==> src/include/prcp_pkg.sv <==
// Package of constants and types for the paged register control port host.
package prcp_pkg;

  // Link timing: the host makes the serial clock by dividing its own clock.
  localparam int unsigned CLK_PERIOD_NS = 100;
  localparam int unsigned LINK_PERIOD_NS = 800;
  localparam int unsigned QTR_CYC = LINK_PERIOD_NS / (4 * CLK_PERIOD_NS);
  localparam logic [7:0] QTR_LAST = 8'(QTR_CYC - 1);

  // Software register byte offsets.
  localparam logic [7:0] OFS_CMD = 8'h00;
  localparam logic [7:0] OFS_TXD = 8'h04;
  localparam logic [7:0] OFS_RXD = 8'h08;
  localparam logic [7:0] OFS_STS = 8'h0c;

  localparam logic [1:0] RESP_OKAY = 2'h0;
  localparam logic [1:0] RESP_SLVERR = 2'h2;
  localparam logic [31:0] CMD_RESET = 32'h0000_0000;
  localparam logic [31:0] WORD_ZERO = 32'h0000_0000;

  // Serial protocol constants.
  localparam logic [4:0] I2C_ADDR_HI = 5'h13;
  localparam logic DIR_WRITE = 1'b0;
  localparam logic DIR_READ = 1'b1;
  localparam logic [7:0] READ_FILL = 8'hff;
  localparam logic [3:0] BIT_LAST_SPI = 4'h7;
  localparam logic [3:0] BIT_LAST_I2C = 4'h8;
  localparam logic [1:0] PH_0 = 2'h0;
  localparam logic [1:0] PH_1 = 2'h1;
  localparam logic [1:0] PH_2 = 2'h2;
  localparam logic [1:0] PH_3 = 2'h3;

  // Device page numbers.
  localparam logic [7:0] PAGE_CONFIG = 8'h00;
  localparam logic [7:0] PAGE_COEF_FIRST = 8'h02;
  localparam logic [7:0] PAGE_COEF_LAST = 8'h04;

  // Device register map, page 0.
  localparam logic [6:0] DEV_PAGE_SELECT = 7'h00;
  localparam logic [6:0] DEV_SOFT_RESET_CONTROL = 7'h01;
  localparam logic [6:0] DEV_SLEEP_CONTROL = 7'h02;
  localparam logic [6:0] DEV_SHUTDOWN_CONFIG = 7'h05;
  localparam logic [6:0] DEV_AUDIO_PORT_CONFIG0 = 7'h07;
  localparam logic [6:0] DEV_AUDIO_PORT_CONFIG1 = 7'h08;
  localparam logic [6:0] DEV_AUDIO_PORT_CONFIG2 = 7'h09;
  localparam logic [6:0] DEV_CHANNEL1_SLOT_CONFIG = 7'h0b;
  localparam logic [6:0] DEV_CHANNEL2_SLOT_CONFIG = 7'h0c;
  localparam logic [6:0] DEV_CHANNEL3_SLOT_CONFIG = 7'h0d;
  localparam logic [6:0] DEV_CHANNEL4_SLOT_CONFIG = 7'h0e;
  localparam logic [6:0] DEV_CHANNEL5_SLOT_CONFIG = 7'h0f;
  localparam logic [6:0] DEV_CHANNEL6_SLOT_CONFIG = 7'h10;
  localparam logic [6:0] DEV_CHANNEL7_SLOT_CONFIG = 7'h11;
  localparam logic [6:0] DEV_CHANNEL8_SLOT_CONFIG = 7'h12;
  localparam logic [6:0] DEV_CLOCK_MASTER_CONFIG0 = 7'h13;
  localparam logic [6:0] DEV_CLOCK_MASTER_CONFIG1 = 7'h14;
  localparam logic [6:0] DEV_AUDIO_BUS_CLOCK_MONITOR = 7'h15;
  localparam logic [6:0] DEV_CLOCK_SOURCE_SELECT = 7'h16;
  localparam logic [6:0] DEV_DENSITY_MIC_CLOCK_GEN = 7'h1f;
  localparam logic [6:0] DEV_DENSITY_MIC_SAMPLE_EDGE = 7'h20;
  localparam logic [6:0] DEV_GENERAL_IO_CONFIG0 = 7'h21;
  localparam logic [6:0] DEV_OUTPUT_PIN_CONFIG0 = 7'h22;
  localparam logic [6:0] DEV_OUTPUT_PIN_CONFIG1 = 7'h23;
  localparam logic [6:0] DEV_OUTPUT_PIN_CONFIG2 = 7'h24;
  localparam logic [6:0] DEV_OUTPUT_PIN_CONFIG3 = 7'h25;
  localparam logic [6:0] DEV_OUTPUT_PIN_VALUE = 7'h29;
  localparam logic [6:0] DEV_IO_PIN_MONITOR = 7'h2a;
  localparam logic [6:0] DEV_INPUT_PIN_CONFIG0 = 7'h2b;
  localparam logic [6:0] DEV_INPUT_PIN_CONFIG1 = 7'h2c;

  // Command register layout.
  typedef struct packed {
    logic [18:0] rsvd;
    logic [1:0] strap;
    logic i2c;
    logic [1:0] len_m1;
    logic rd;
    logic [6:0] reg_addr;
  } prcp_cmd_s;

  // Status register layout.
  typedef struct packed {
    logic [28:0] rsvd;
    logic done;
    logic nack;
    logic busy;
  } prcp_sts_s;

  // Pins driven toward the device.
  typedef struct packed {
    logic slave_select_n;
    logic sclk;
    logic mosi;
    logic scl_o;
    logic scl_oe;
    logic sda_o;
    logic sda_oe;
  } prcp_pins_s;

  // Pins read from the device side.
  typedef struct packed {
    logic miso;
    logic scl_i;
    logic sda_i;
  } prcp_pin_in_s;

  typedef enum logic [3:0] {
    ST_IDLE = 4'h1,
    ST_START = 4'h2,
    ST_BIT = 4'h4,
    ST_STOP = 4'h8
  } prcp_state_e;

  typedef enum logic [1:0] {
    STG_ADDR = 2'h0,
    STG_REG = 2'h1,
    STG_RADDR = 2'h2,
    STG_DATA = 2'h3
  } prcp_stage_e;

endpackage

==> src/core/prcp_host.sv <==
// Host controller that drives the paged register control port over SPI or I2C.
//
// Register access over AXI4-Lite was left to the implementer.
`timescale 1ns/100ps
// Functional notes
// - I2C read begins with write of register address
// - Repeated start with read bit; device returns data
// - Single read ends with not-acknowledge then stop
// - Multi read: acknowledge all but last byte
// - SPI clock polarity 0, phase 1, select low
// - Command holds seven-bit address then direction bit
// - SPI write: direction 0, then data byte
// - Select held low for whole sequential burst
// - Page select written at register 0 anytime
// - Host avoids reserved pages, registers and bits (this host sends any page and register address unchecked)
module prcp_host (
  // Clock, enable and reset.
  input wire logic clock,
  input wire logic ce,
  input wire logic sys_rst,
  // Register bus write channels.
  input wire logic [7:0] s_axi_awaddr,
  input wire logic s_axi_awvalid,
  output logic s_axi_awready,
  input wire logic [31:0] s_axi_wdata,
  input wire logic [3:0] s_axi_wstrb,
  input wire logic s_axi_wvalid,
  output logic s_axi_wready,
  output logic [1:0] s_axi_bresp,
  output logic s_axi_bvalid,
  input wire logic s_axi_bready,
  // Register bus read channels.
  input wire logic [7:0] s_axi_araddr,
  input wire logic s_axi_arvalid,
  output logic s_axi_arready,
  output logic [31:0] s_axi_rdata,
  output logic [1:0] s_axi_rresp,
  output logic s_axi_rvalid,
  input wire logic s_axi_rready,
  // Device pins.
  input wire prcp_pkg::prcp_pin_in_s pins_in,
  output prcp_pkg::prcp_pins_s pins
);

  ////////////////////////////////////////////////////////////////////////////
  prcp_pkg::prcp_pin_in_s sync1_r;
  prcp_pkg::prcp_pin_in_s in_s;
  prcp_pkg::prcp_pins_s pins_r;
  prcp_pkg::prcp_state_e state_r;
  prcp_pkg::prcp_stage_e stage_r;
  prcp_pkg::prcp_stage_e stage_nxt;
  prcp_pkg::prcp_cmd_s cmd_r;
  logic [3:0][7:0] txd_r;
  logic [3:0][7:0] rxd_r;
  logic [7:0] qcnt_r;
  logic [1:0] ph_r;
  logic [3:0] bit_r;
  logic [1:0] cnt_r;
  logic [7:0] sh_r;
  logic [7:0] rxsh_r;
  logic nack_r;
  logic done_r;
  logic go_r;
  logic awready_r;
  logic wready_r;
  logic bvalid_r;
  logic [1:0] bresp_r;
  logic arready_r;
  logic rvalid_r;
  logic [1:0] rresp_r;
  logic [31:0] rdata_r;
  logic [7:0] awaddr_r;
  logic [31:0] wdata_r;
  logic [3:0] wstrb_r;
  logic busy;
  logic qtick;
  logic stall;
  logic adv;
  logic rx_data;
  logic last_data;
  logic [3:0] bit_last;
  logic tx_bit;
  logic sbit;
  logic byte_end;
  logic cap;
  logic [7:0] cap_byte;
  logic wr_fire;
  logic cmd_ok;
  logic [31:0] rd_val;
  logic rd_map;

  function automatic logic [31:0] merge(input logic [31:0] o, input logic [31:0] n,
                                        input logic [3:0] s);
    logic [31:0] m;
    m = o;
    for (int i = 0; i < 4; i++)
    begin
      if (s[i])
      begin
        m[i*8 +: 8] = n[i*8 +: 8];
      end
    end
    return m;
  endfunction

  // Byte that goes out for a given stage and data index.
  function automatic logic [7:0] byte_of(input prcp_pkg::prcp_stage_e stg,
                                         input logic [1:0] idx,
                                         input prcp_pkg::prcp_cmd_s c,
                                         input logic [3:0][7:0] tx);
    logic [7:0] b;
    case (stg)
      prcp_pkg::STG_ADDR: b = {prcp_pkg::I2C_ADDR_HI, c.strap, prcp_pkg::DIR_WRITE};
      prcp_pkg::STG_RADDR: b = {prcp_pkg::I2C_ADDR_HI, c.strap, prcp_pkg::DIR_READ};
      // Address goes out unchecked; software keeps to valid pages and registers.
      prcp_pkg::STG_REG: b = c.i2c ? {1'b0, c.reg_addr} : {c.reg_addr, c.rd};
      default: b = c.rd ? prcp_pkg::READ_FILL : tx[idx];
    endcase
    return b;
  endfunction

  ////////////////////////////////////////////////////////////////////////////
  // Pin inputs cross into the clock domain through two flip-flops.
  always_ff @(posedge clock)
  begin
    if (sys_rst)
    begin
      sync1_r <= '0;
      in_s <= '0;
    end
    else if (ce)
    begin
      sync1_r <= pins_in;
      in_s <= sync1_r;
    end
  end

  ////////////////////////////////////////////////////////////////////////////
  assign busy = (state_r != prcp_pkg::ST_IDLE) || go_r;
  assign qtick = (qcnt_r == prcp_pkg::QTR_LAST);
  // A device holding SCL low stretches the high phase.
  assign stall = cmd_r.i2c && (ph_r == prcp_pkg::PH_2) && !in_s.scl_i;
  assign adv = qtick && !stall && (state_r != prcp_pkg::ST_IDLE);
  assign rx_data = (stage_r == prcp_pkg::STG_DATA) && cmd_r.rd;
  assign last_data = (cnt_r == cmd_r.len_m1);
  assign bit_last = cmd_r.i2c ? prcp_pkg::BIT_LAST_I2C : prcp_pkg::BIT_LAST_SPI;
  // Ninth I2C bit: acknowledge received bytes, release on the last one.
  assign tx_bit = (bit_r == prcp_pkg::BIT_LAST_I2C) ? (rx_data ? last_data : 1'b1) : sh_r[7];
  assign sbit = cmd_r.i2c ? in_s.sda_i : in_s.miso;
  assign byte_end = adv && (state_r == prcp_pkg::ST_BIT) && (ph_r == prcp_pkg::PH_3)
                    && (bit_r == bit_last);
  assign cap = byte_end && rx_data;
  assign cap_byte = cmd_r.i2c ? rxsh_r : {rxsh_r[6:0], sbit};

  always_comb
  begin
    case (stage_r)
      prcp_pkg::STG_ADDR: stage_nxt = prcp_pkg::STG_REG;
      prcp_pkg::STG_REG: stage_nxt = (cmd_r.i2c && cmd_r.rd) ? prcp_pkg::STG_RADDR
                                                              : prcp_pkg::STG_DATA;
      default: stage_nxt = prcp_pkg::STG_DATA;
    endcase
  end

  ////////////////////////////////////////////////////////////////////////////
  // Serial sequencer: quarter-period phases build each bit.
  always_ff @(posedge clock)
  begin
    if (sys_rst)
    begin
      state_r <= prcp_pkg::ST_IDLE;
      stage_r <= prcp_pkg::STG_ADDR;
      pins_r <= '0;
      pins_r.slave_select_n <= 1'b1;
      qcnt_r <= '0;
      ph_r <= prcp_pkg::PH_0;
      bit_r <= '0;
      cnt_r <= '0;
      sh_r <= '0;
      rxsh_r <= '0;
      nack_r <= 1'b0;
      done_r <= 1'b0;
    end
    else if (ce)
    begin
      if (state_r == prcp_pkg::ST_IDLE || qtick && !stall)
      begin
        qcnt_r <= '0;
      end
      else if (!qtick)
      begin
        qcnt_r <= qcnt_r + 8'h01;
      end
      if (adv)
      begin
        ph_r <= ph_r + 2'h1;
      end
      case (state_r)
        prcp_pkg::ST_IDLE:
        begin
          ph_r <= prcp_pkg::PH_0;
          if (go_r)
          begin
            state_r <= prcp_pkg::ST_START;
            stage_r <= cmd_r.i2c ? prcp_pkg::STG_ADDR : prcp_pkg::STG_REG;
            cnt_r <= '0;
            nack_r <= 1'b0;
            done_r <= 1'b0;
          end
        end
        prcp_pkg::ST_START:
        begin
          if (adv)
          begin
            case (ph_r)
              prcp_pkg::PH_0:
              begin
                pins_r.sda_oe <= 1'b0;
                pins_r.slave_select_n <= cmd_r.i2c;
              end
              prcp_pkg::PH_1: pins_r.scl_oe <= 1'b0;
              prcp_pkg::PH_2: pins_r.sda_oe <= cmd_r.i2c;
              default:
              begin
                pins_r.scl_oe <= cmd_r.i2c;
                sh_r <= byte_of(stage_r, cnt_r, cmd_r, txd_r);
                bit_r <= '0;
                state_r <= prcp_pkg::ST_BIT;
              end
            endcase
          end
        end
        prcp_pkg::ST_BIT:
        begin
          if (adv)
          begin
            case (ph_r)
              prcp_pkg::PH_0:
              begin
                // Clock idles low; data changes at the rising edge.
                if (cmd_r.i2c)
                begin
                  pins_r.sda_oe <= !tx_bit;
                end
                else
                begin
                  pins_r.sclk <= 1'b1;
                  pins_r.mosi <= tx_bit;
                end
              end
              prcp_pkg::PH_1: pins_r.scl_oe <= 1'b0;
              prcp_pkg::PH_2: pins_r.sclk <= 1'b0;
              default:
              begin
                pins_r.scl_oe <= cmd_r.i2c;
                bit_r <= bit_r + 4'h1;
                if (bit_r != prcp_pkg::BIT_LAST_I2C)
                begin
                  rxsh_r <= {rxsh_r[6:0], sbit};
                  sh_r <= {sh_r[6:0], 1'b1};
                end
                if (bit_r == bit_last)
                begin
                  bit_r <= '0;
                  if (cmd_r.i2c && !rx_data && sbit)
                  begin
                    // Missing acknowledge aborts with a stop.
                    nack_r <= 1'b1;
                    state_r <= prcp_pkg::ST_STOP;
                  end
                  else if (stage_r == prcp_pkg::STG_DATA && last_data)
                  begin
                    state_r <= prcp_pkg::ST_STOP;
                  end
                  else if (stage_nxt == prcp_pkg::STG_RADDR)
                  begin
                    stage_r <= stage_nxt;
                    state_r <= prcp_pkg::ST_START;
                  end
                  else
                  begin
                    // Select stays low across the burst.
                    stage_r <= stage_nxt;
                    if (stage_r == prcp_pkg::STG_DATA)
                    begin
                      cnt_r <= cnt_r + 2'h1;
                      sh_r <= byte_of(stage_r, cnt_r + 2'h1, cmd_r, txd_r);
                    end
                    else
                    begin
                      sh_r <= byte_of(stage_nxt, cnt_r, cmd_r, txd_r);
                    end
                  end
                end
              end
            endcase
          end
        end
        prcp_pkg::ST_STOP:
        begin
          if (adv)
          begin
            case (ph_r)
              prcp_pkg::PH_0: pins_r.sda_oe <= cmd_r.i2c;
              prcp_pkg::PH_1: pins_r.scl_oe <= 1'b0;
              prcp_pkg::PH_2: pins_r.sclk <= 1'b0;
              default:
              begin
                pins_r.sda_oe <= 1'b0;
                pins_r.slave_select_n <= 1'b1;
                pins_r.mosi <= 1'b0;
                state_r <= prcp_pkg::ST_IDLE;
                done_r <= 1'b1;
              end
            endcase
          end
        end
        default: state_r <= prcp_pkg::ST_IDLE;
      endcase
    end
  end

  // Received data bytes land in their lane of the read-back register.
  for (genvar g = 0; g < 4; g++)
  begin : g_rx
    always_ff @(posedge clock)
    begin
      if (sys_rst)
      begin
        rxd_r[g] <= '0;
      end
      else if (ce && cap && (cnt_r == 2'(g)))
      begin
        rxd_r[g] <= cap_byte;
      end
    end
  end

  ////////////////////////////////////////////////////////////////////////////
  // Register bus: address and data are taken in either order.
  assign wr_fire = !awready_r && !wready_r && !bvalid_r;
  assign cmd_ok = !busy;

  always_ff @(posedge clock)
  begin
    if (sys_rst)
    begin
      awready_r <= 1'b1;
      wready_r <= 1'b1;
      bvalid_r <= 1'b0;
      bresp_r <= prcp_pkg::RESP_OKAY;
      awaddr_r <= '0;
      wdata_r <= '0;
      wstrb_r <= '0;
      cmd_r <= prcp_pkg::CMD_RESET;
      txd_r <= '0;
      go_r <= 1'b0;
    end
    else if (ce)
    begin
      if (s_axi_awvalid && awready_r)
      begin
        awaddr_r <= s_axi_awaddr;
        awready_r <= 1'b0;
      end
      if (s_axi_wvalid && wready_r)
      begin
        wdata_r <= s_axi_wdata;
        wstrb_r <= s_axi_wstrb;
        wready_r <= 1'b0;
      end
      if (state_r == prcp_pkg::ST_IDLE)
      begin
        go_r <= 1'b0;
      end
      if (wr_fire)
      begin
        bvalid_r <= 1'b1;
        bresp_r <= prcp_pkg::RESP_OKAY;
        case (awaddr_r)
          prcp_pkg::OFS_CMD:
          begin
            // A command while busy is refused so the frame in flight stays intact.
            if (cmd_ok)
            begin
              cmd_r <= merge(cmd_r, wdata_r, wstrb_r);
              go_r <= 1'b1;
            end
            else
            begin
              bresp_r <= prcp_pkg::RESP_SLVERR;
            end
          end
          prcp_pkg::OFS_TXD: txd_r <= merge(txd_r, wdata_r, wstrb_r);
          prcp_pkg::OFS_RXD, prcp_pkg::OFS_STS: bresp_r <= prcp_pkg::RESP_OKAY;
          default: bresp_r <= prcp_pkg::RESP_SLVERR;
        endcase
      end
      if (bvalid_r && s_axi_bready)
      begin
        bvalid_r <= 1'b0;
        awready_r <= 1'b1;
        wready_r <= 1'b1;
      end
    end
  end

  always_comb
  begin
    rd_map = 1'b1;
    case (s_axi_araddr)
      prcp_pkg::OFS_CMD: rd_val = cmd_r;
      prcp_pkg::OFS_TXD: rd_val = txd_r;
      prcp_pkg::OFS_RXD: rd_val = rxd_r;
      prcp_pkg::OFS_STS: rd_val = prcp_pkg::prcp_sts_s'({29'h0000_0000, done_r, nack_r, busy});
      default:
      begin
        rd_val = prcp_pkg::WORD_ZERO;
        rd_map = 1'b0;
      end
    endcase
  end

  always_ff @(posedge clock)
  begin
    if (sys_rst)
    begin
      arready_r <= 1'b1;
      rvalid_r <= 1'b0;
      rresp_r <= prcp_pkg::RESP_OKAY;
      rdata_r <= prcp_pkg::WORD_ZERO;
    end
    else if (ce)
    begin
      if (s_axi_arvalid && arready_r)
      begin
        arready_r <= 1'b0;
        rvalid_r <= 1'b1;
        rdata_r <= rd_val;
        rresp_r <= rd_map ? prcp_pkg::RESP_OKAY : prcp_pkg::RESP_SLVERR;
      end
      else if (rvalid_r && s_axi_rready)
      begin
        rvalid_r <= 1'b0;
        arready_r <= 1'b1;
      end
    end
  end

  ////////////////////////////////////////////////////////////////////////////
  assign s_axi_awready = awready_r;
  assign s_axi_wready = wready_r;
  assign s_axi_bvalid = bvalid_r;
  assign s_axi_bresp = bresp_r;
  assign s_axi_arready = arready_r;
  assign s_axi_rvalid = rvalid_r;
  assign s_axi_rresp = rresp_r;
  assign s_axi_rdata = rdata_r;
  assign pins = pins_r;

endmodule

==> config.mk <==
export PLATFORM = sky130hd
export DESIGN_NAME = prcp_host
export DESIGN_NICKNAME = d
export VERILOG_FILES = /design/src/include/prcp_pkg.sv /design/src/core/prcp_host.sv
export SDC_FILE = /design/constraint.sdc
export NUM_CORES = 1
export LEC_CHECK = 0
export BUFFER_PORTS_ARGS = -buffer_cell sky130_fd_sc_hd__buf_2
export CORE_ASPECT_RATIO = 0.75
export CORE_UTILIZATION = 64
export CTS_BUF_LIST = sky130_fd_sc_hd__clkbuf_16
export CTS_CLUSTER_DIAMETER = 50
export DETAILED_ROUTE_END_ITERATION = 10
export HOLD_SLACK_MARGIN = 0.15
export PLACE_DENSITY = 0.85
export SYNTH_ARGS = -nofsm -noshare
export SYNTH_HDL_FRONTEND = slang
export SYNTH_SLANG_ARGS = --single-unit
==> constraint.sdc <==
create_clock -name clock -period 9.3 [get_ports clock]
set_clock_uncertainty 0.2 [all_clocks]
set_input_delay 2.79 -clock clock [delete_from_list [all_inputs] [get_ports clock]]
set_output_delay 2.79 -clock clock [all_outputs]
set_load 0.005 [all_outputs]
# Word-level counts from Yosys, hierarchy flattened
# Index checks and enable logic that the tools add are counted.
# W data, S select, Z words.
[op_classes]
addsub = 4
n_reduce_logical = 88
n_mux = 119
magnitude_cmp = 2
bitwise_logic = 2
eq_ne = 54
[op_table]
columns = ["cell", "count"]
rows = [
  ["$mux W8", 18],
  ["$pmux W32 S4", 1],
  ["$mux W4", 17],
  ["$pmux W8 S3", 2],
  ["$mux W1", 40],
  ["$mux W2", 20],
  ["$bmux W8 S2", 2],
  ["$eq A8 B4 Y1 const B", 4],
  ["$ne A2 B2 Y1 const B", 16],
  ["$pmux W8 S2", 2],
  ["$reduce_and A5 Y1", 6],
  ["$logic_and A1 B1 Y1", 25],
  ["$reduce_bool A2 Y1", 11],
  ["$reduce_and A7 Y1", 3],
  ["$pmux W2 S2", 5],
  ["$reduce_and A10 Y1", 2],
  ["$reduce_and A2 Y1", 10],
  ["$reduce_and A6 Y1", 3],
  ["$eq A8 B3 Y1 const B", 2],
  ["$logic_not A8 Y1", 2],
  ["$pmux W1 S2", 8],
  ["$pmux W4 S4", 1],
  ["$reduce_and A4 Y1", 4],
  ["$eq A2 B2 Y1 const B", 7],
  ["30 further kinds", 58],
]
[totals]
input_bits = 63
wordCells = 318
out_inout_bits = 48
regBits = 233

# Depth between registers and ports, before layout
# Gate-level depths: netlist (run 1).
[depth]
word_depth = 13
mapped_depth = 11
mapped_depth_nobuf = 8

# Worst setup path before layout (run 1)
# OpenSTA, ideal clock, no wires.
[synth_path]
path_kind = "input -> register"
start = "in s_axi_araddr[2]"
end = "reg rdata_r[22], in the netlist s_axi_rdata[22]"
t_required_ns = 8.972
t_arrival_ns = 4.310
setup_ns = 0.128
stages = 7
path_slack_ns = 4.662
path_buffers = 3
path_cell_list = "clkbuf_1 -> buf_1 -> buf_2 -> mux2i_1 -> o21ai_0 -> a22oi_1 -> nor2_1"
[synth_between]
elab_chain_cells = 2
elab_cells_between_ends = 5
classes_between = "eq/ne (3); mux (1); reduce/logical (1)"
[synth_rtl]
columns = ["element", "line", "text"]
rows = [
  ["from (decl)", "prcp_host.sv:33", "input wire logic [7:0] s_axi_araddr,"],
  ["$eq A8 B4 Y1 (tied with other cells)", "prcp_host.sv:411", "case (s_axi_araddr)"],
  ["$pmux W32 S4 (*)", "prcp_host.sv:411", ""],
  ["to (signal assigned)", "prcp_host.sv:431", "rdata_r <= prcp_pkg::WORD_ZERO;"],
  ["to (signal assigned)", "prcp_host.sv:439", "rdata_r <= rd_val;"],
  ["to (decl)", "prcp_host.sv:71", "logic [31:0] rdata_r;"],
]
# Every way passes the cells marked *; elsewhere a longest branch is shown, timed or not.
# A chain may end at the register's enable or synchronous reset.

# Worst setup path after layout (run 1)
[layout_path]
start = "in ce"
end = "reg bit_r[2]"
[layout_between]
elab_chain_cells = 1
[layout_rtl]
columns = ["element", "line", "text"]
rows = [
  ["from (decl)", "prcp_host.sv:19", "input wire logic ce,"],
  ["$reduce_and A6 Y1 (no line)", "-", ""],
  ["to (signal assigned)", "prcp_host.sv:256", "bit_r <= bit_r + 4'h1;"],
  ["to (decl)", "prcp_host.sv:57", "logic [3:0] bit_r;"],
]
# Every way passes these cells.

==> results of run 1 <==
==> flip-flops by register name (all words and copies together) (netlist names), 2 cells and up <==
name / cells
cmd_r: 32
rxd_r: 32
s_axi_rdata: 32
txd_r: 32
wdata_r: 32
awaddr_r: 8
qcnt_r: 8
rxsh_r: 8
sh_r: 8
pins: 5
bit_r: 4
state_r: 4
wstrb_r: 4
in_s: 3
sync1_r: 3
cnt_r: 2
ph_r: 2
stage_r: 2
==> stage by stage <==
| stage | util | setup slack [ns] |
|---|---|---|
| after detailed placement | 0.6840 | 3.916 |
| final | 0.7269 | 4.324 |
| after CTS | 0.7269 | 4.433 |
| after floorplan | - | 4.662 |
| after global placement | 0.6840 | 3.992 |
| after global routing | 0.7269 | 4.183 |
==> metal layers <==
metal | track usage | routed length, µm
met1 | 0.4949 | 13480
met2 | 0.4879 | 12800
met3 | 0.08163 | 3492
met4 | 0.08067 | 539
met5 | 0 | 0
==> critical path: stages <==
cell                      delay (ns)
sky130_fd_sc_hd__buf_2          0.46
sky130_fd_sc_hd__inv_1          0.20
sky130_fd_sc_hd__nor4_2         0.57
sky130_fd_sc_hd__nand3_1        0.45
sky130_fd_sc_hd__or4_1          0.58
sky130_fd_sc_hd__a21oi_1        0.14
==> cell type report <==
class / count / area (µm²)
repair buffers: 120 / 641.9
fillers: 1297 / 4623
inverters: 22 / 82.58
clock inverters: 16 / 125.1
multi-input cells: 981 / 5962
well taps: 215 / 269.0
clock buffers: 24 / 600.6
flip-flops and latches: 231 / 4624
==> final timing paths <==
| path | depth (start not counted) | endpoint | startpoint | slack (ns) |
|---|---|---|---|---|
| worst max-delay path | 6 | bit_r[2] | ce | 4.32 |
| worst min-delay path | 2 | cmd_r[10] | cmd_r[10] | 0.26 |
| worst max register to register | 9 | cmd_r[23] | state_r[1] | 5.57 |
| worst min register to register | 2 | cmd_r[10] | cmd_r[10] | 0.26 |
==> cell families after synthesis <==
logic type,count (synthesis)
DFF,231
buffers and inverters,136
AOI/OAI and AO/OA,350
and+or+nand+nor,509
adders and majority gates,15
other,1
xor gates and xnor gates,9
muxes,94
==> cells in the final DEF (no fill, tap or decap), types with 19 or more instances in the layout <==
| cell type | synthesis | routed |
|---|---|---|
| sky130_fd_sc_hd__clkbuf_16 | 0 | 24 |
| sky130_fd_sc_hd__nand2_1 | 211 | 211 |
| sky130_fd_sc_hd__dfxtp_1 | 231 | 231 |
| sky130_fd_sc_hd__mux4_2 | 19 | 19 |
| sky130_fd_sc_hd__inv_1 | 21 | 26 |
| sky130_fd_sc_hd__buf_2 | 11 | 105 |
| sky130_fd_sc_hd__o21ai_0 | 43 | 43 |
| sky130_fd_sc_hd__nand3_1 | 106 | 106 |
| sky130_fd_sc_hd__a22oi_1 | 32 | 32 |
| sky130_fd_sc_hd__a21oi_1 | 160 | 160 |
| sky130_fd_sc_hd__o21ai_1 | 36 | 36 |
| sky130_fd_sc_hd__nor2_1 | 95 | 95 |
| sky130_fd_sc_hd__mux2i_1 | 59 | 59 |
==> power breakdown <==
group	internal, mW	switching [mW]
sequential	1.01	0.0260
combinational	0.0629	0.128
clock	0.500	0.396
==> results by stage, run 1 <==
Synthesis:
- The fraction of the mapped netlist area in simple logic gates is 0.2176.
- Of the post-synthesis cell area, the dominant cell type holds 0.4157.
- The most numerous cell in the Yosys netlist is sky130_fd_sc_hd__dfxtp_1.
- Yosys attributes the largest share of cell area to sky130_fd_sc_hd__dfxtp_1, sky130_fd_sc_hd__a21oi_1, sky130_fd_sc_hd__nand2_1, sky130_fd_sc_hd__mux2i_1, sky130_fd_sc_hd__nand3_1.
- In this run, synthesis produced a sequential element count of 231.
- After synthesis, the netlist uses 72 different library cells.
- The average cell area after synthesis is a little over 8 µm².
- The number of warnings printed during yosys synthesis is 0.
- After synthesis, the largest family of logic cells by area is simple AND/OR/NAND/NOR gates.
- The sequential-to-total area share from yosys stat is 0.4157.
- Of the total synthesized cell area, the portion taken by XOR and XNOR cells is 0.007085.
- The gate count after technology mapping is 1345.
- The biggest area contributor in the post-synthesis netlist is sky130_fd_sc_hd__dfxtp_1.
- The commonest register cell after synthesis is sky130_fd_sc_hd__dfxtp_1.
- By count the netlist is led by sky130_fd_sc_hd__dfxtp_1, sky130_fd_sc_hd__nand2_1, sky130_fd_sc_hd__a21oi_1.
- The post-synthesis share of cell area spent on full adders, half adders and majority gates is 0.01687.
- The number of enable-type register cells in the synthesized netlist is 0.
- The portion of synthesized area spent on multiplexers is 0.1077.
- After synthesis, the share of flip-flops with an asynchronous set or reset is 0.
- The cell area after synthesis is between 0.01 and 0.015 mm².
- The area fraction in compound gates after synthesis is 0.1831.

Power and ir drop:
- Total power for the finished layout comes to between 2 and 2.5 mW.
- The power density of the placed cells is 172.2 mW/mm².
- Summed over all cells, the static leakage comes to approximately 4.5 nW.
- The worst IR drop on VDD is between 0.1 and 0.15 mV.

Timing:
- The number of setup violations in the final report is 0.
- The final cycle utilization of the critical path is 0.5351.
- For this run, the top clock speed supported by timing is 201.0 MHz.
- The worst path needs approximately 5.0 ns of the cycle, external delays included.
- The actual transition at the worst max-transition pin is between 1 and 1.5 ns.
- The number of hold violations in the final report is 0.
- Final hold analysis gives a worst-case slack of between 0.2 and 0.3 ns.
- The remaining max-slew budget at the tightest pin is 0.2487.
- For the final routed database, the setup TNS stands at 0 ns.
- Setup repair after global routing left no endpoint under its margin.
- The total count of max-transition violations in the final report is 0.

Final layout:
- The share of post-route cells with drive strength above 1 is 0.1485.
- The final antenna diode count is 0.
- The relative area change from synthesis to final layout is 10.61%.
- The final net count is 1458.
- For this run, the number of standard cells in the final layout without fillers is 1609.
- The finished cells cover 0.01231 mm².

Detailed routing:
- The routed layout has between 10000 and 15000 vias.
- In the routed layout, each cell is associated on average with a via count of around 6.4.
- The number of nets with antenna violations after detailed routing is 0.
- In this run, the number of DRC markers left after iteration 0 of detailed routing was about 1200.
- Dividing the detail-routed wire length by the instance count gives about 19 µm.
- After detailed routing, the number of remaining DRC violations is 0.
- For this block, the routed nets add up to 30310 µm of wire.
- The length of the first detailed-routing pass in iterations is 6.

Floorplanning:
- The floorplan die area is about 0.018 mm².
- The width of the die is between 150 and 200 µm.
- The die height is 116.2 µm.
- The floorplan core area is about 0.017 mm².
- The I/O pin count is roughly 110.
- The number of rows in the core area is slightly above 40.
- For this configuration, the core starts out at a cell density of 0.6572.

Clocking:
- The register clock-pin slew on the reported worst setup and hold paths is about 0.06 ns.
- The TritonCTS clock tree is built.
- Post-CTS timing repair inserted 0 buffers for setup.
- The longest clock path from root to sink contains 3 buffers.
- Once the clock tree was built, the resizer swapped 0 gates to a different size.
- The H-tree depth is 1.
- In this run the clock root is driven by a sky130_fd_sc_hd__clkbuf_16.
- The TritonCTS sink count is 231.
- For this design, the CTS-stage hold fixing added 0 buffers.
- The total CTS buffers is 24.
- Clock latency on the worst-skew pair, taken at its later pin, is approximately 0.52 ns.

Setup path:
- The critical path in this run is classified as primary input to flip-flop.
- STA classifies the critical path endpoint as a flip-flop.
- Data on the critical path arrives at its endpoint at 5.22 ns.
- The required time at the endpoint of the critical path is between 9 and 10 ns.
- The biggest fanout along the worst timing path is 30.
- The worst setup path is launched from a primary input.

Global routing:
- The overall track demand over capacity in global routing is 0.3342.
- The via count of the first global-routing pass is about 9000.
- The sum of overflow across all layers after global routing is 0.
- The initial antenna violation count was 0.
- The first-pass GRT wire length is approximately 48000 µm.
- Entering global routing, the biggest net connects 99 pins.

Place:
- The area of placed instances is approximately 0.012 mm².
- At the end of routability-driven placement, the weighted congestion stood at ~0.98.
- The HPWL after detailed placement is approximately 21000 µm.
- Once placement completed, the tool counted placed cells totaling 1569.
- Port buffering added approximately 110 buffers.

Hold path:
- The classification of the worst-slack hold path is flip-flop to flip-flop.

Outcome:
- The run finished with clean final reports.

Run:
- The number of max-cap violations is 0.
Power figures use the tool's default switching activity.
==> inputs of run 2 (changes only) <==
--- a/config.mk
+++ b/config.mk
@@ -5,14 +5,15 @@
 export SDC_FILE = /design/constraint.sdc
 export NUM_CORES = 1
 export LEC_CHECK = 0
+export ABC_AREA = 1
 export BUFFER_PORTS_ARGS = -buffer_cell sky130_fd_sc_hd__buf_2
 export CORE_ASPECT_RATIO = 0.75
-export CORE_UTILIZATION = 64
+export CORE_UTILIZATION = 60
 export CTS_BUF_LIST = sky130_fd_sc_hd__clkbuf_16
 export CTS_CLUSTER_DIAMETER = 50
 export DETAILED_ROUTE_END_ITERATION = 10
 export HOLD_SLACK_MARGIN = 0.15
-export PLACE_DENSITY = 0.85
+export PLACE_DENSITY = 0.81
 export SYNTH_ARGS = -nofsm -noshare
 export SYNTH_HDL_FRONTEND = slang
 export SYNTH_SLANG_ARGS = --single-unit
==> constraint.sdc (replaced) <==
create_clock -name clock -period 4.82 [get_ports clock]
set_clock_uncertainty 0.2 [all_clocks]
set_input_delay 1.446 -clock clock [delete_from_list [all_inputs] [get_ports clock]]
set_output_delay 1.446 -clock clock [all_outputs]
set_load 0.005 [all_outputs]
==> results by stage, run 2 <==
Outcome:
- The flow ran to the end, and the final reports show no timing, DRC or antenna violations.

Hold path:
- The cell depth of the worst hold path was 2 (unchanged).
- The worst min-delay path endpoint is cmd_r[17].
- The tightest min-delay check is of the flip-flop to flip-flop type.
- The worst hold path begins at cmd_r[17].

Global routing:
- The first-pass GRT wire length is 51440 µm (+7.8%).
- The via count of the first global-routing pass is 9867 (+10%).
- The initial antenna violation count is 0 (unchanged).
- The overall track demand over capacity in global routing is 0.3319 (-0.002303).
- The pin count of the biggest net entering global routing is 75 (-24%).
- The sum of overflow across all layers after global routing came to 0 (unchanged).

Synthesis:
- The area fraction in compound gates after synthesis came to 0.1979 (+0.01485).
- The top-area cell type share of the netlist area was 0.4062 (-0.009456).
- The number of different library cells in the post-synthesis netlist is 42 (-42%).
- The number of enable-type register cells in the synthesized netlist came to 0 (unchanged).
- The share of cell area taken by muxes after synthesis is 0 (-0.1077).
- The cell area after synthesis is 0.01138 mm² (+2.3%).
- The average cell area after synthesis is 6.756 µm² (-18%).
- The number of warnings printed during yosys synthesis was 0 (unchanged).
- In the synthesized netlist, the cells that appear most often are sky130_fd_sc_hd__nand2_1, sky130_fd_sc_hd__dfxtp_1, sky130_fd_sc_hd__a21oi_1.
- The synthesis-stage register bit count is 231 (unchanged).
- The sequential-to-total area share from yosys stat is 0.4062 (-0.009456).
- The post-synthesis share of cell area spent on full adders, half adders and majority gates is 0.01649 (-0.0003838).
- The fraction of the mapped netlist area in simple logic gates came to 0.2810 (+0.06341).
- The proportion of synthesized flip-flops having asynchronous set or reset came to 0 (unchanged).
- The most numerous cell in the Yosys netlist is sky130_fd_sc_hd__nand2_1.
- The fraction of synthesized cell area in xor and xnor cells is 0.003077 (-0.004008).
- The gate count after technology mapping is 1685 (+25%).
- By area, the combinational part of the netlist is dominated by simple AND/OR/NAND/NOR gates.
- The cell accounting for the most synthesized area is sky130_fd_sc_hd__dfxtp_1.
- The commonest register cell after synthesis is sky130_fd_sc_hd__dfxtp_1.
- By area the synthesized netlist is led by sky130_fd_sc_hd__dfxtp_1, sky130_fd_sc_hd__nand2_1, sky130_fd_sc_hd__a21oi_1, sky130_fd_sc_hd__o21ai_0, sky130_fd_sc_hd__nand3_1.

Timing:
- Timing would allow up to about 320 MHz.
- The final cycle utilization of the critical path is 0.6580.
- The actual transition at the worst max-transition pin is 1.096 ns (-0.02734 ns).
- The worst hold slack is 0.2469 ns (-0.01087 ns).
- The summed negative setup slack over all endpoints is 0 ns (unchanged).
- The number of setup violations in the final report is 0 (unchanged).
- The number of hold violations in the final report was 0 (unchanged).
- For the finished layout, the period the worst path requires is ~3.2 ns.
- Setup repair after global routing left no endpoint under its margin.
- The total count of max-transition violations in the final report is 0 (unchanged).
- The remaining max-slew budget at the tightest pin is 0.2684 (+0.01974).

Clocking:
- The cts-stage hold buffer count was 0 (unchanged).
- The tree is rooted in a sky130_fd_sc_hd__clkbuf_16.
- The TritonCTS sink count was 231 (unchanged).
- The clock latency on the worst-skew pair is 0.52 ns (about the same).
- The TritonCTS clock tree is built.
- The H-tree depth is 1 (unchanged).
- The post-CTS repair timing setup buffer count was 0 (unchanged).
- The register clock-pin slew on the reported worst setup and hold paths is 0.06 ns (about the same).
- The total CTS buffers came to 24 (unchanged).
- The count of cells resized by post-cts repair is 0 (unchanged).
- The maximum count of clock buffers along a single path is 3 (unchanged).

Detailed routing:
- The total detailed-routing wirelength came to 32610 µm (+7.6%).
- The residual DRC count is 0 (unchanged).
- The first-iteration detailed-routing DRC count is 1262 (+4.0%).
- The detailed-route wire length per cell is 16.27 µm (-14%).
- The via total after detailed routing is 11430 (+10%).
- The length of the first detailed-routing pass in iterations is 8 (+2).
- The number of nets with antenna violations after detailed routing came to 0 (unchanged).
- The via count normalized by instance count came to 5.699 (-11%).

Final layout:
- Leaving out fill and tap cells, the most frequent cells in the layout are sky130_fd_sc_hd__nand2_1, sky130_fd_sc_hd__dfxtp_1, sky130_fd_sc_hd__a21oi_1, sky130_fd_sc_hd__o21ai_0, sky130_fd_sc_hd__nor2_1.
- The relative area change from synthesis to final layout is 11.81%.
- The final net count is 1822 (+25%).
- The final antenna diode count is 0 (unchanged).
- The filler cell count in the final layout came to 1624 (+25%).
- The most frequent standard cell in the layout excluding fill and tap cells is sky130_fd_sc_hd__nand2_1.
- The share of post-route cells with drive strength above 1 is 0.1069 (-0.04155).
- The sequential cell area is 0.004624 mm² (unchanged).
- The area of the multi-input gates is 0.005702 mm² (-4.4%).
- The core occupancy in the finished layout is 0.6878 (-0.03910).

Setup path:
- The slowest stage of the critical path belongs to the cell sky130_fd_sc_hd__inv_1.
- The signal on the critical path passes through buf_2, nand3_1, buf_4, inv_1, nand2_1, a21oi_1.
- The endpoint arrival time on the critical path is 3.39 ns (-1.83 ns).
- The largest stage delay on the critical path came to 0.84 ns (+0.26 ns).
- The biggest fanout along the worst timing path is 36 (+20%).
- The kind of end point of the critical path is a flip-flop.
- The depth of the worst register-to-register path is 12 (+3).
- The worst setup path is launched from a primary input.
- The required time at the endpoint of the critical path came to 5.04 ns (-4.50 ns).
- The critical register-to-register path endpoint is sh_r[6].
- The reg-to-reg critical path startpoint is cnt_r[0].
- The kind of critical path is primary input to flip-flop.
- The worst setup slack for register-to-register paths is 2.00 ns (-3.57 ns).

Floorplanning:
- The width of the die came to 161.1 µm (+4.4%).
- The I/O pin count came to 111 (unchanged).
- The floorplan die area is 0.01954 mm² (+9.0%).
- The number of rows in the core area is 43 (+4.9%).
- The effective utilization at floorplan was 0.6151 (-0.04208).
- The floorplan core area came to 0.01851 mm² (+9.3%).
- The die height came to 121.3 µm (+4.4%).

Place:
- The HPWL after detailed placement came to 23100 µm (+12%).
- The count of input and output buffers is 106 (unchanged).
- The final RePlAce weighted congestion is 0.9393 (-4.2%).

Power and ir drop:
- The total leakage power is 5.359 nW (+19%).
- The worst IR drop on VDD is 0.2769 mV (+110%).
- The power density of the placed cells was 402.6 mW/mm² (+130%).

Run:
- The number of max-cap violations was 0 (unchanged).
==> run 2: cell count changes after synthesis, moves of 59 or more <==
cell / previous run / this run
sky130_fd_sc_hd__nand2_1: 211 / 353
sky130_fd_sc_hd__inv_1: 21 / 161
sky130_fd_sc_hd__o21ai_0: 43 / 181
sky130_fd_sc_hd__nor2_1: 95 / 178
sky130_fd_sc_hd__nand3_1: 106 / 169
sky130_fd_sc_hd__mux2i_1: 59 / 0
==> run 2: layout make-up <==
cell class	instances	share of cell area
multi-input cells	1192	0.4479
flip-flops and latches	231	0.3633
repair buffers	124	0.05327
inverters	171	0.05249
clock buffers	25	0.04914
well taps	247	0.02428
clock inverters	15	0.009632
==> run 2: cells by family (layout without fill, tap and decap cells) <==
| family | Yosys count | count (layout) |
|---|---|---|
| DFF | 231 | 231 |
| AOI/OAI and AO/OA | 422 | 422 |
| xor gates and xnor gates | 4 | 4 |
| buffers and inverters | 265 | 335 |
| adders and majority gates | 15 | 15 |
| other | 1 | 4 |
| and+or+nand+nor | 747 | 747 |
==> run 2: worst max-delay path by stage <==
stage / cells past startpoint / slack [ns] / to / startpoint
floorplan: 7 / 2.01 / s_axi_rdata[26] / s_axi_araddr[1]
global placement: 6 / 1.34 / s_axi_rresp[1] / ce
detailed placement: 6 / 1.24 / s_axi_rresp[1] / ce
CTS: 6 / 1.76 / s_axi_rdata[27] / ce
global route: 6 / 1.54 / s_axi_rdata[27] / ce
finish: 6 / 1.65 / s_axi_rdata[27] / ce
==> run 2: critical path: cells and delay by family <==
kind | cells | cell delay [ns]
buffers and inverters | 3 | 1.40
AOI/OAI and AO/OA | 1 | 0.24
and+or+nand+nor | 2 | 0.27
==> run 2: metal layers <==
| layer | global-route usage | wire length, µm | vias up |
|---|---|---|---|
| met1 | 0.5009 | 14710 | 5140 |
| met2 | 0.4623 | 12720 | 603 |
| li1 | - | - | 5618 |
| met3 | 0.09057 | 4562 | 65 |
| met4 | 0.07429 | 614 | 0 |
| met5 | 0 | 0 | - |
==> run 2: metrics by stage <==
stage	setup slack (ns)	total power [mW]	std cells	area [µm²]
after floorplan	2.014	3.047	1688	11400
after global placement	1.344	3.312	1965	11980
after detailed placement	1.238	3.338	1965	11980
after CTS	1.764	5.105	2005	12730
after global routing	1.535	5.373	2005	12730
final	1.648	5.125	2005	12730
==> run 2: where the power goes <==
| part | total (mW) | switching, mW | internal [mW] |
|---|---|---|---|
| clock network | 1.79 | 0.752 | 1.04 |
| registers | 2.07 | 0.0798 | 1.99 |
| logic | 1.26 | 0.868 | 0.396 |
